===== config.mk =====
export PLATFORM = sky130hd
export DESIGN_NAME = matrix_switch_status_regs
export DESIGN_NICKNAME = d
export VERILOG_FILES = /design/src/core/matrix_status_pkg.sv /design/src/core/poll_capture.sv /design/src/core/matrix_switch_status_regs.sv
export SDC_FILE = /design/constraint.sdc
export NUM_CORES = 1
export LEC_CHECK = 0
export ABC_AREA = 1
export ABC_CLOCK_PERIOD_IN_PS = 4800
export BUFFER_PORTS_ARGS = -buffer_cell sky130_fd_sc_hd__buf_2
export CAP_MARGIN = 40
export CORE_MARGIN = 5
export CORE_UTILIZATION = 33
export DETAILED_ROUTE_END_ITERATION = 8
export GPL_TIMING_DRIVEN = 0
export HOLD_SLACK_MARGIN = 0.15
export PLACE_DENSITY_LB_ADDON = 0.2
export SYNTH_ARGS = -nofsm -noshare
export SYNTH_HDL_FRONTEND = slang
export SYNTH_HIERARCHICAL = 1
export SYNTH_SLANG_ARGS = --single-unit

===== constraint.sdc =====
create_clock -name pclk -period 4.8 [get_ports pclk]
set_input_delay 0.48 -clock pclk [delete_from_list [all_inputs] [get_ports pclk]]
set_output_delay 0.48 -clock pclk [all_outputs]
set_load 0.05 [all_outputs]

===== src/core/matrix_status_pkg.sv =====
// constants and carrier types for the matrix switch status bank
package matrix_status_pkg;

  // register indices; byte address is four times the index
  localparam logic [5:0] IDX_MATRIX_LOW = 6'h08;
  localparam logic [5:0] IDX_MATRIX_HIGH = 6'h09;
  localparam logic [5:0] IDX_CONTROL = 6'h10;
  localparam logic [5:0] IDX_MATRIX_THR = 6'h11;
  localparam logic [5:0] IDX_SHARED_THR = 6'h12;
  localparam logic [5:0] IDX_CYCLE_COUNT = 6'h13;

  // field positions and sizes
  localparam int REG_W = 24;
  localparam int LEVEL_W = 10;
  localparam int DRIVES = 6;
  localparam int SENSES = 6;
  localparam int MAT_BITS = 36;
  localparam int MAT_LOW_BITS = 24;
  localparam int MAT_HIGH_BITS = 12;
  localparam int COM_INPUTS = 12;
  localparam int COM_LSB = 12;
  localparam int CTRL_MATRIX_BIT = 0;
  localparam int CTRL_COMMON_BIT = 1;
  localparam int COUNT_W = 16;
  localparam logic [3:0] SENSE_FIRST = 4'ha;
  localparam logic [3:0] SENSE_LAST = 4'hf;
  localparam logic [3:0] DRIVE_FIRST = 4'h4;
  localparam logic [3:0] DRIVE_LAST = 4'h9;

  // values after reset
  localparam logic [REG_W-1:0] STATUS_RESET = 24'h000000;
  localparam logic [LEVEL_W-1:0] THR_RESET = 10'h200;
  localparam logic [1:0] CTRL_RESET = 2'h3;
  localparam logic [COUNT_W-1:0] COUNT_RESET = 16'h0000;

  // one comparison result from the polling sequencer
  typedef struct packed {
    logic valid;
    logic common;
    logic [3:0] sense;
    logic [3:0] drive;
    logic [LEVEL_W-1:0] level;
  } poll_sample_t;

  // merged results of the current polling cycle
  typedef struct packed {
    logic [MAT_BITS-1:0] mat_val;
    logic [MAT_BITS-1:0] mat_hit;
    logic [COM_INPUTS-1:0] com_val;
    logic [COM_INPUTS-1:0] com_hit;
  } poll_result_t;

endpackage


===== src/core/poll_capture.sv =====
// collects comparison results of one polling cycle
`timescale 1ns/1ns
module poll_capture (
  // clock and reset
  input wire logic pclk,
  input wire logic presetn,
  // sequencer side
  input wire matrix_status_pkg::poll_sample_t sample,
  input wire logic cycle_end,
  // thresholds
  input wire logic [matrix_status_pkg::LEVEL_W-1:0] matrix_threshold,
  input wire logic [matrix_status_pkg::LEVEL_W-1:0] shared_threshold,
  // merged result including this cycle's sample
  output matrix_status_pkg::poll_result_t result_now
);

  logic [matrix_status_pkg::MAT_BITS-1:0] mat_val_r;
  logic [matrix_status_pkg::MAT_BITS-1:0] mat_hit_r;
  logic [matrix_status_pkg::COM_INPUTS-1:0] com_val_r;
  logic [matrix_status_pkg::COM_INPUTS-1:0] com_hit_r;
  logic mat_ok;
  logic com_ok;
  logic [5:0] mat_idx;
  logic mat_above;
  logic com_above;

  // sense-major, drive-minor position of a pairing
  function automatic logic [5:0] pair_index(input logic [3:0] sense, input logic [3:0] drive);
    logic [5:0] s;
    logic [5:0] d;
    s = {2'h0, sense - matrix_status_pkg::SENSE_FIRST};
    d = {2'h0, drive - matrix_status_pkg::DRIVE_FIRST};
    pair_index = 6'(s * 6'(matrix_status_pkg::DRIVES) + d);
  endfunction

  assign mat_ok = sample.valid && !sample.common &&
                  sample.sense >= matrix_status_pkg::SENSE_FIRST && sample.sense <= matrix_status_pkg::SENSE_LAST &&
                  sample.drive >= matrix_status_pkg::DRIVE_FIRST && sample.drive <= matrix_status_pkg::DRIVE_LAST;
  assign com_ok = sample.valid && sample.common && sample.sense < 4'(matrix_status_pkg::COM_INPUTS);
  assign mat_idx = pair_index(sample.sense, sample.drive);
  // matrix bit set only strictly above
  assign mat_above = sample.level > matrix_threshold;
  // common bit set at or above
  assign com_above = sample.level >= shared_threshold;

  always_comb begin
    result_now.mat_val = mat_val_r;
    result_now.mat_hit = mat_hit_r;
    result_now.com_val = com_val_r;
    result_now.com_hit = com_hit_r;
    if (mat_ok) begin
      result_now.mat_val[mat_idx] = mat_above;
      result_now.mat_hit[mat_idx] = 1'b1;
    end
    if (com_ok) begin
      result_now.com_val[sample.sense] = com_above;
      result_now.com_hit[sample.sense] = 1'b1;
    end
  end

  // values are kept; hit marks restart each cycle
  always_ff @(posedge pclk or negedge presetn) begin
    if (!presetn) begin
      mat_val_r <= '0;
      com_val_r <= '0;
    end else begin
      mat_val_r <= result_now.mat_val;
      com_val_r <= result_now.com_val;
    end
  end

  always_ff @(posedge pclk or negedge presetn) begin
    if (!presetn) begin
      mat_hit_r <= '0;
      com_hit_r <= '0;
    end else if (cycle_end) begin
      mat_hit_r <= '0;
      com_hit_r <= '0;
    end else begin
      mat_hit_r <= result_now.mat_hit;
      com_hit_r <= result_now.com_hit;
    end
  end

  mat_first_a: assert property (@(posedge pclk) disable iff (!presetn)
    mat_ok && sample.sense == 4'ha && sample.drive == 4'h4 |=> mat_val_r[0] == $past(mat_above))
    else $error("sense 10 drive 4 not in bit 0");

  mat_last_a: assert property (@(posedge pclk) disable iff (!presetn)
    mat_ok && sample.sense == 4'hf && sample.drive == 4'h9 |=> mat_val_r[35] == $past(mat_above))
    else $error("sense 15 drive 9 not in top matrix bit");

  mat_level_a: assert property (@(posedge pclk) disable iff (!presetn)
    mat_ok && sample.level == matrix_threshold |=> !mat_val_r[$past(mat_idx)])
    else $error("matrix bit set at equal level");

  com_level_a: assert property (@(posedge pclk) disable iff (!presetn)
    com_ok && sample.level == shared_threshold |=> com_val_r[$past(sample.sense)])
    else $error("common bit clear at equal level");

endmodule


===== src/core/matrix_switch_status_regs.sv =====
// apb register bank holding matrix and shared-threshold status
//
// Summary of operation
// - matrix mode sets bits for sense 10-15 x drive 4-9
// - matrix bit one when above threshold, else zero
// - low register sense-major, bit 0 is 10/4
// - high register bits 11..0 hold sense 14, 15
// - high bit 11 is 15/9, bit 0 is 14/4
// - high bits 12..23 hold inputs 0..11 common
// - common bit one when equal or above threshold
// - status fields read only, reset to zero
`timescale 1ns/1ns
module matrix_switch_status_regs #(
  parameter int ADDR_W = 8
) (
  // clock and reset
  input wire logic pclk,
  input wire logic presetn,
  // apb slave
  input wire logic psel,
  input wire logic penable,
  input wire logic pwrite,
  input wire logic [ADDR_W-1:0] paddr,
  input wire logic [31:0] pwdata,
  input wire logic [3:0] pstrb,
  output logic [31:0] prdata,
  output logic pready,
  output logic pslverr,
  // polling sequencer
  input wire matrix_status_pkg::poll_sample_t poll_sample,
  input wire logic poll_cycle_end,
  // status copies for neighbouring logic
  output logic [matrix_status_pkg::REG_W-1:0] matrix_status_low,
  output logic [matrix_status_pkg::REG_W-1:0] matrix_status_high_common
);

  logic [matrix_status_pkg::REG_W-1:0] matrix_status_low_r;
  logic [matrix_status_pkg::REG_W-1:0] matrix_status_low_nxt;
  logic [matrix_status_pkg::REG_W-1:0] matrix_status_high_common_r;
  logic [matrix_status_pkg::REG_W-1:0] matrix_status_high_common_nxt;
  logic [1:0] control_r;
  logic [matrix_status_pkg::LEVEL_W-1:0] matrix_threshold_r;
  logic [matrix_status_pkg::LEVEL_W-1:0] shared_threshold_r;
  logic [matrix_status_pkg::COUNT_W-1:0] cycle_count_r;
  logic [31:0] prdata_r;
  logic [31:0] prdata_nxt;
  logic pready_r;
  logic pslverr_r;
  logic pslverr_nxt;
  logic setup;
  logic access;
  logic wr_take;
  logic matrix_en;
  logic common_en;
  logic committed_r;
  logic [matrix_status_pkg::MAT_BITS-1:0] mat_merged;
  logic [matrix_status_pkg::COM_INPUTS-1:0] com_merged;
  matrix_status_pkg::poll_result_t result_now;

  // decode shared by read and write paths
  function automatic logic reg_hit(input logic [ADDR_W-1:0] addr, input logic [5:0] index);
    reg_hit = addr[1:0] == 2'h0 && addr[ADDR_W-1:2] == (ADDR_W-2)'(index);
  endfunction

  function automatic logic mapped(input logic [ADDR_W-1:0] addr);
    mapped = reg_hit(addr, matrix_status_pkg::IDX_MATRIX_LOW) ||
             reg_hit(addr, matrix_status_pkg::IDX_MATRIX_HIGH) ||
             reg_hit(addr, matrix_status_pkg::IDX_CONTROL) ||
             reg_hit(addr, matrix_status_pkg::IDX_MATRIX_THR) ||
             reg_hit(addr, matrix_status_pkg::IDX_SHARED_THR) ||
             reg_hit(addr, matrix_status_pkg::IDX_CYCLE_COUNT);
  endfunction

  poll_capture capture (
    .pclk(pclk),
    .presetn(presetn),
    .sample(poll_sample),
    .cycle_end(poll_cycle_end),
    .matrix_threshold(matrix_threshold_r),
    .shared_threshold(shared_threshold_r),
    .result_now(result_now)
  );

  assign setup = psel && !penable;
  assign access = psel && penable && pready_r;
  assign wr_take = access && pwrite;
  assign matrix_en = control_r[matrix_status_pkg::CTRL_MATRIX_BIT];
  assign common_en = control_r[matrix_status_pkg::CTRL_COMMON_BIT];

  // sampled pairings take the new result, others keep theirs
  assign mat_merged = (result_now.mat_val & result_now.mat_hit) |
                      ({matrix_status_high_common_r[11:0], matrix_status_low_r} & ~result_now.mat_hit);
  assign com_merged = (result_now.com_val & result_now.com_hit) |
                      (matrix_status_high_common_r[23:12] & ~result_now.com_hit);

  always_comb begin
    matrix_status_low_nxt = matrix_status_low_r;
    matrix_status_high_common_nxt = matrix_status_high_common_r;
    if (poll_cycle_end && matrix_en) begin
      matrix_status_low_nxt = mat_merged[23:0];
      matrix_status_high_common_nxt[11:0] = mat_merged[35:24];
    end
    if (poll_cycle_end && common_en) begin
      matrix_status_high_common_nxt[23:12] = com_merged;
    end
  end

  // status only ever follows the poller, never the bus
  always_ff @(posedge pclk or negedge presetn) begin
    if (!presetn) begin
      matrix_status_low_r <= matrix_status_pkg::STATUS_RESET;
      matrix_status_high_common_r <= matrix_status_pkg::STATUS_RESET;
    end else begin
      matrix_status_low_r <= matrix_status_low_nxt;
      matrix_status_high_common_r <= matrix_status_high_common_nxt;
    end
  end

  always_ff @(posedge pclk or negedge presetn) begin
    if (!presetn) begin
      matrix_status_low <= matrix_status_pkg::STATUS_RESET;
      matrix_status_high_common <= matrix_status_pkg::STATUS_RESET;
    end else begin
      matrix_status_low <= matrix_status_low_nxt;
      matrix_status_high_common <= matrix_status_high_common_nxt;
    end
  end

  // polling cycle counter, wraps
  always_ff @(posedge pclk or negedge presetn) begin
    if (!presetn) begin
      cycle_count_r <= matrix_status_pkg::COUNT_RESET;
    end else if (poll_cycle_end) begin
      cycle_count_r <= cycle_count_r + 16'h0001;
    end
  end

  always_ff @(posedge pclk or negedge presetn) begin
    if (!presetn) begin
      committed_r <= 1'b0;
    end else if (poll_cycle_end) begin
      committed_r <= 1'b1;
    end
  end

  // writable control and thresholds, low byte lanes honoured
  always_ff @(posedge pclk or negedge presetn) begin
    if (!presetn) begin
      control_r <= matrix_status_pkg::CTRL_RESET;
    end else if (wr_take && reg_hit(paddr, matrix_status_pkg::IDX_CONTROL) && pstrb[0]) begin
      control_r <= pwdata[1:0];
    end
  end

  always_ff @(posedge pclk or negedge presetn) begin
    if (!presetn) begin
      matrix_threshold_r <= matrix_status_pkg::THR_RESET;
    end else if (wr_take && reg_hit(paddr, matrix_status_pkg::IDX_MATRIX_THR)) begin
      if (pstrb[0]) begin
        matrix_threshold_r[7:0] <= pwdata[7:0];
      end
      if (pstrb[1]) begin
        matrix_threshold_r[9:8] <= pwdata[9:8];
      end
    end
  end

  always_ff @(posedge pclk or negedge presetn) begin
    if (!presetn) begin
      shared_threshold_r <= matrix_status_pkg::THR_RESET;
    end else if (wr_take && reg_hit(paddr, matrix_status_pkg::IDX_SHARED_THR)) begin
      if (pstrb[0]) begin
        shared_threshold_r[7:0] <= pwdata[7:0];
      end
      if (pstrb[1]) begin
        shared_threshold_r[9:8] <= pwdata[9:8];
      end
    end
  end

  // read data and error prepared during setup
  always_comb begin
    prdata_nxt = 32'h00000000;
    pslverr_nxt = !mapped(paddr);
    if (!pwrite) begin
      if (reg_hit(paddr, matrix_status_pkg::IDX_MATRIX_LOW)) begin
        prdata_nxt = {8'h00, matrix_status_low_r};
      end else if (reg_hit(paddr, matrix_status_pkg::IDX_MATRIX_HIGH)) begin
        prdata_nxt = {8'h00, matrix_status_high_common_r};
      end else if (reg_hit(paddr, matrix_status_pkg::IDX_CONTROL)) begin
        prdata_nxt = {30'h0, control_r};
      end else if (reg_hit(paddr, matrix_status_pkg::IDX_MATRIX_THR)) begin
        prdata_nxt = {22'h0, matrix_threshold_r};
      end else if (reg_hit(paddr, matrix_status_pkg::IDX_SHARED_THR)) begin
        prdata_nxt = {22'h0, shared_threshold_r};
      end else if (reg_hit(paddr, matrix_status_pkg::IDX_CYCLE_COUNT)) begin
        prdata_nxt = {16'h0000, cycle_count_r};
      end
    end
  end

  always_ff @(posedge pclk or negedge presetn) begin
    if (!presetn) begin
      pready_r <= 1'b0;
    end else begin
      pready_r <= setup;
    end
  end

  always_ff @(posedge pclk or negedge presetn) begin
    if (!presetn) begin
      prdata_r <= 32'h00000000;
      pslverr_r <= 1'b0;
    end else if (setup) begin
      prdata_r <= prdata_nxt;
      pslverr_r <= pslverr_nxt;
    end else if (access) begin
      prdata_r <= 32'h00000000;
      pslverr_r <= 1'b0;
    end
  end

  assign prdata = prdata_r;
  assign pready = pready_r;
  assign pslverr = pslverr_r;

  ready_one_a: assert property (@(posedge pclk) disable iff (!presetn)
    setup |=> pready ##1 !pready)
    else $error("access phase not answered in one cycle");

  unmapped_err_a: assert property (@(posedge pclk) disable iff (!presetn)
    setup && !mapped(paddr) |=> pslverr && prdata == 32'h00000000)
    else $error("unmapped address not flagged");

  status_ro_a: assert property (@(posedge pclk) disable iff (!presetn)
    wr_take && !poll_cycle_end |=> $stable(matrix_status_low_r) && $stable(matrix_status_high_common_r))
    else $error("bus write altered status");

  reset_zero_a: assert property (@(posedge pclk) disable iff (!presetn)
    !committed_r |-> matrix_status_low_r == 24'h000000 && matrix_status_high_common_r == 24'h000000)
    else $error("status not zero before first poll cycle");

  hold_between_a: assert property (@(posedge pclk) disable iff (!presetn)
    !poll_cycle_end |=> $stable(matrix_status_low_r) && $stable(matrix_status_high_common_r))
    else $error("status changed outside cycle end");

  low_commit_a: assert property (@(posedge pclk) disable iff (!presetn)
    poll_cycle_end && matrix_en && result_now.mat_hit[0] |=> matrix_status_low_r[0] == $past(result_now.mat_val[0]))
    else $error("sense 10 drive 4 not committed");

  high_commit_a: assert property (@(posedge pclk) disable iff (!presetn)
    poll_cycle_end && matrix_en && result_now.mat_hit[24] |=>
      matrix_status_high_common_r[0] == $past(result_now.mat_val[24]))
    else $error("sense 14 drive 4 not in high bit 0");

  com_commit_a: assert property (@(posedge pclk) disable iff (!presetn)
    poll_cycle_end && common_en && result_now.com_hit[0] |=>
      matrix_status_high_common_r[12] == $past(result_now.com_val[0]))
    else $error("input 0 common result not in bit 12");

  read_low_a: assert property (@(posedge pclk) disable iff (!presetn)
    setup && !pwrite && reg_hit(paddr, matrix_status_pkg::IDX_MATRIX_LOW) && !poll_cycle_end |=>
      prdata == {8'h00, matrix_status_low_r})
    else $error("low register read mismatch");

  mode_off_a: assert property (@(posedge pclk) disable iff (!presetn)
    !matrix_en |=> $stable(matrix_status_low_r))
    else $error("matrix bits changed outside matrix mode");

  low_last_a: assert property (@(posedge pclk) disable iff (!presetn)
    poll_cycle_end && matrix_en && result_now.mat_hit[23] |=>
      matrix_status_low_r[23] == $past(result_now.mat_val[23]))
    else $error("sense 13 drive 9 not in bit 23");

  high_last_a: assert property (@(posedge pclk) disable iff (!presetn)
    poll_cycle_end && matrix_en && result_now.mat_hit[35] |=>
      matrix_status_high_common_r[11] == $past(result_now.mat_val[35]))
    else $error("sense 15 drive 9 not in high bit 11");

  com_last_a: assert property (@(posedge pclk) disable iff (!presetn)
    poll_cycle_end && common_en && result_now.com_hit[11] |=>
      matrix_status_high_common_r[23] == $past(result_now.com_val[11]))
    else $error("input 11 common result not in bit 23");

  com_off_a: assert property (@(posedge pclk) disable iff (!presetn)
    !common_en |=> $stable(matrix_status_high_common_r[23:12]))
    else $error("common bits changed with common mode off");

  high_off_a: assert property (@(posedge pclk) disable iff (!presetn)
    !matrix_en |=> $stable(matrix_status_high_common_r[11:0]))
    else $error("high matrix bits changed outside matrix mode");

  mat_keep_a: assert property (@(posedge pclk) disable iff (!presetn)
    poll_cycle_end && matrix_en && !result_now.mat_hit[0] |=> $stable(matrix_status_low_r[0]))
    else $error("unsampled matrix pairing changed");

  com_keep_a: assert property (@(posedge pclk) disable iff (!presetn)
    poll_cycle_end && common_en && !result_now.com_hit[0] |=> $stable(matrix_status_high_common_r[12]))
    else $error("unsampled common input changed");

  port_copy_a: assert property (@(posedge pclk) disable iff (!presetn)
    matrix_status_low == matrix_status_low_r && matrix_status_high_common == matrix_status_high_common_r)
    else $error("status copy differs from register");

  read_high_a: assert property (@(posedge pclk) disable iff (!presetn)
    setup && !pwrite && reg_hit(paddr, matrix_status_pkg::IDX_MATRIX_HIGH) && !poll_cycle_end |=>
      prdata == {8'h00, matrix_status_high_common_r})
    else $error("high register read mismatch");

  idle_quiet_a: assert property (@(posedge pclk) disable iff (!presetn)
    !psel |=> !pready && !pslverr && prdata == 32'h00000000)
    else $error("bus answer outside a transfer");

endmodule


==> impl_table.tex <==
\begin{tabular}{lr}
\hline
Metric & Value \\
\hline
\multicolumn{2}{l}{\textbf{Status}} \\
\quad Status & completed \\
\multicolumn{2}{l}{\textbf{Timing}} \\
\quad Highest clock frequency the design can meet & 312 MHz \\
\quad Setup violators final & 0 \\
\quad Clock skew after layout & approximately 27 ps \\
\quad Actual transition at the worst max-transition pin & between 900 and 1000 ps \\
\quad Count of final max-slew check failures & 0 \\
\quad Unrepaired setup endpoints after global routing & false \\
\quad Period utilization & 66.7\% \\
\quad Final worst hold slack & 184 ps \\
\quad Headroom to the max-slew limit & 38.8\% \\
\quad Minimum period implied by the final worst setup slack & between 3000 and 4000 ps \\
\quad Final count of hold timing violations & 0 \\
\multicolumn{2}{l}{\textbf{Synthesis}} \\
\quad Most used standard cells in the synthesized netlist & 373 x nand2\_1, 204 x dfrtp\_1, 144 x inv\_1, 72 x nand3\_1, 71 x nor2\_1 \\
\quad Cell taking the most area after synthesis & dfrtp\_1 \\
\quad Most used DFF post-synth & dfrtp\_1 \\
\quad Number of synthesized flops with an enable pin & 0 \\
\quad Multiplexer share of the synthesized area & under 10\% \\
\quad Number of distinct standard cells referenced by the synthesized netlist & 49 \\
\quad XOR/XNOR share of the synthesized area & roughly 1.7\% \\
\quad Sequential fraction of the synthesis area & between 40\% and 50\% \\
\quad Adder-cell share of the synthesized area & under 10\% \\
\quad Largest family of logic cells by synthesized area & simple AND/OR/NAND/NOR gates \\
\quad Fraction of post-synthesis cell area in the top cell type by area & between 40\% and 50\% \\
\quad Most used standard cell by instance count after synthesis & nand2\_1 \\
\quad Count of synthesis-stage warnings from yosys & 6 \\
\quad Asr flop ratio synth & 100\% \\
\quad Fraction of the mapped netlist area in compound gates & under 10\% \\
\quad Fraction of the mapped netlist area in simple logic gates & approximately a quarter \\
\quad Combined area of all synthesized cells & 0.0108 mm\^{}2 \\
\quad Leading cell types by total area after synthesis & dfrtp\_1 47\%, nand2\_1 13\%, inv\_1 5.0\%, mux2\_2 4.4\%, ha\_1 4.2\% \\
\quad Syn\_area\_per\_cell & 8.62 um\^{}2 \\
\quad Syn Inst Count & $\sim$1200 \\
\quad Flip-flop and latch count after synthesis & between 200 and 250 \\
\multicolumn{2}{l}{\textbf{Global routing}} \\
\quad Number of global-route vias before repair & about 8500 \\
\quad Global-route wire length before repair & 48500 um \\
\quad GRT Total Usage & 17.1\% \\
\quad Antenna violations before repair & 0 \\
\quad Total gr overflow & 0 \\
\quad Pin count of the biggest net entering global routing & around 110 \\
\multicolumn{2}{l}{\textbf{Drt}} \\
\quad Remaining antenna violation count after routing & 0 \\
\quad Number of detailed-routing iterations run before antenna repair & 7 \\
\quad Detailed-route DRC error count & 0 \\
\quad Final wirelength & approximately 31000 um \\
\quad Detail-routed via count per cell & between 4 and 5 \\
\quad DRC marker count from the first detailed-route iteration & around 650 \\
\quad Total vias in the final route & 8699 \\
\quad Routed length per placed instance & between 15 and 20 um \\
\multicolumn{2}{l}{\textbf{Floorplanning}} \\
\quad Total I/O pin count & 152 \\
\quad Die width & around 190 um \\
\quad Core region area & 0.0324 mm\^{}2 \\
\quad DIE AREA & roughly 0.036 mm\^{}2 \\
\quad Initial core utilization & 33.2\% \\
\quad Number of standard-cell rows in the floorplan & 66 \\
\quad Chip height & around 190 um \\
\multicolumn{2}{l}{\textbf{Worst setup path}} \\
\quad Element type at the critical path end & register \\
\quad Kind of start point of the critical path & input port \\
\quad Worst endpoint data arrival time & 3630 ps \\
\quad Largest delay contributor family on the critical path & simple AND/OR/NAND/NOR gates \\
\quad Cell-by-cell listing of the critical path & buf\_2, inv\_1, ha\_1, inv\_1, nand2\_1, nand2\_1, xor2\_1, inv\_1, ha\_1, xor2\_2, inv\_2, nor2\_2, nand3\_1, nand2\_1, o21ai\_1, mux2\_2 \\
\quad Worst path slowest cell & xor2\_2 \\
\quad Delay of the slowest cell on the worst path & 560 ps \\
\quad Worst endpoint required time & between 5000 and 6000 ps \\
\quad Number of buffer and inverter stages on the critical path & 5 \\
\quad Startpoint-to-endpoint class of the critical path & in2reg \\
\quad Critical path peak fanout & 10 \\
\multicolumn{2}{l}{\textbf{CTS}} \\
\quad Post-CTS clock slew at the launch and capture registers of the worst setup and hold paths & roughly 60 ps \\
\quad Clock net sink count & approximately 210 \\
\quad H-tree levels & 1 \\
\quad Clock latency of the later-clocked register in the worst-skew pair & around 550 ps \\
\quad CTS buffer count & 25 \\
\quad Root buffer cell & clkbuf\_16 \\
\quad \# Post-CTS Setup Buffers & 0 \\
\quad CTS tree & done \\
\quad Clock Path Buffers & 3 \\
\multicolumn{2}{l}{\textbf{Placement}} \\
\quad Port buffer count & between 100 and 150 \\
\quad DP Wirelength & between 20000 and 25000 um \\
\quad Final estimated routing congestion in global placement & roughly 0.86 \\
\quad Area of placed instances & $\sim$0.012 mm\^{}2 \\
\multicolumn{2}{l}{\textbf{Run}} \\
\quad Maximum Capacitance Violations & 0 \\
\multicolumn{2}{l}{\textbf{Power and ir drop}} \\
\quad Areal power density over the cells & 353 mW/mm\^{}2 \\
\quad Sequential power share & 41.7\% \\
\quad Internal power & 3.33 mW \\
\quad Clock network fraction of total power & a little under half \\
\quad Share of power burned in combinational logic & between 10\% and 20\% \\
\quad NetSw & 1.23 mW \\
\quad Switching share of power & 27.0\% \\
\quad Worst voltage drop across the vdd grid & around 0.00027 V \\
\quad Leakage power of the design & about 6.8 nW \\
\multicolumn{2}{l}{\textbf{Layout}} \\
\quad Relative area change from synthesis to final layout & 20.0\% \\
\quad Number of antenna repair diodes & 0 \\
\quad Number of filler cells placed in the layout & $\sim$3400 \\
\quad Final net count & about 1500 \\
\quad Layout cells sized above 1 & around 22\% \\
\quad Final instance area & 0.0129 mm\^{}2 \\
\multicolumn{2}{l}{\textbf{Min path}} \\
\quad Worst hold path class & in2reg \\
\hline
\end{tabular}
area by class of cell:
class / count / area [um^2] / area share (%)
plain buffers: 42 / 303 / 2.34
well taps: 442 / 553 / 4.28
repair buffers: 121 / 648 / 5.02
clock inverters: 7 / 125 / 0.969
clock buffers: 39 / 798 / 6.18
flip-flops and latches: 208 / 5210 / 40.3
multi-input cells: 852 / 4700 / 36.4
inverters: 154 / 581 / 4.50
path summary, 6_finish.rpt:
| path | slack, ps | depth (start not counted) | startpoint | to |
|---|---|---|---|---|
| max in group asynchronous | 3230 | 3 | presetn | shared_threshold_r[9] |
| worst min-delay path | 180 | 3 | pwdata[9] | matrix_threshold_r[9] |
| worst min register to register | 470 | 2 | capture/mat_val_r[28] | capture/mat_val_r[28] |
| worst max-delay path | 1600 | 16 | poll_sample[15] | register |
| min in group asynchronous | 560 | 2 | presetn | capture/com_hit_r[4] |
| worst max register to register | 1720 | 10 | matrix_threshold_r[9] | register |
placed cells by master (no fill, tap or decap), types with 4 or more instances in the layout:
| cell type | instances |
|---|---|
| a21oi_1 | 69 |
| inv_1 | 144 |
| clkbuf_1 | 14 |
| clkbuf_16 | 25 |
| clkbuf_8 | 12 |
| nor2_2 | 9 |
| dfstp_2 | 4 |
| nor2_4 | 6 |
| nand2_2 | 4 |
| nor2_1 | 71 |
| o21ai_2 | 16 |
| buf_2 | 122 |
| nand3_1 | 72 |
| o211ai_1 | 7 |
| conb_1 | 8 |
| o21ai_0 | 23 |
| buf_6 | 10 |
| xor2_1 | 12 |
| inv_2 | 8 |
| buf_4 | 14 |
| nor3_1 | 5 |
| nand3_2 | 17 |
| mux2_2 | 42 |
| o21ai_1 | 29 |
| nand2_1 | 373 |
| dfrtp_1 | 204 |
| nand4_1 | 27 |
| ha_1 | 36 |
worst min-delay path: stages:
cell     delay (ps)
buf_2           100
inv_1            60
o21ai_0          80
layer usage:
metal  track usage [%]  share of wire (%)
met5                 0                  0
met4              4.83                3.1
met3              2.23                4.5
met2              26.2                 43
met1              25.4                 49
through the flow:
| stage | TNS (ps) | utilization, % | power (mW) | setup WS (ps) | std cells |
|---|---|---|---|---|---|
| finish | 0 | 39.9 | 4.56 | 1600 | 1865 |
| global route | 0 | 39.9 | 4.76 | 1330 | 1865 |
| CTS | 0 | 39.9 | 4.61 | 1650 | 1865 |
| detailed placement | 0 | 37.0 | 2.52 | 1080 | 1817 |
| global placement | -109070 | 36.9 | 2.50 | -551 | 1816 |
| floorplan | 0 | - | 2.33 | 1720 | 1256 |
repair_timing:
| item | 4_1_cts | 5_1_grt |
|---|---|---|
| resized for setup | 0 | 0 |
| hold endpoints to repair | 112 | 0 |
| hold buffers | 2 | 0 |
logic make-up after synthesis:
family,count (synthesis)
xor+xnor,17
other cells,1
flops,208
mux,42
compound gates,151
simple gates,597
buf+inv,196
fa+ha+maj,37
power by group through the flow:
| stage | Clock [mW] | Sequential, mW | Combinational, mW |
|---|---|---|---|
| after floorplan | 0 | 1.92 | 0.408 |
| after global placement | 0 | 1.93 | 0.574 |
| after detailed placement | 0 | 1.93 | 0.587 |
| after CTS | 2.12 | 1.90 | 0.590 |
| after global routing | 2.18 | 1.91 | 0.664 |
| final | 2.07 | 1.90 | 0.589 |
(Power assumes the default switching activity.)
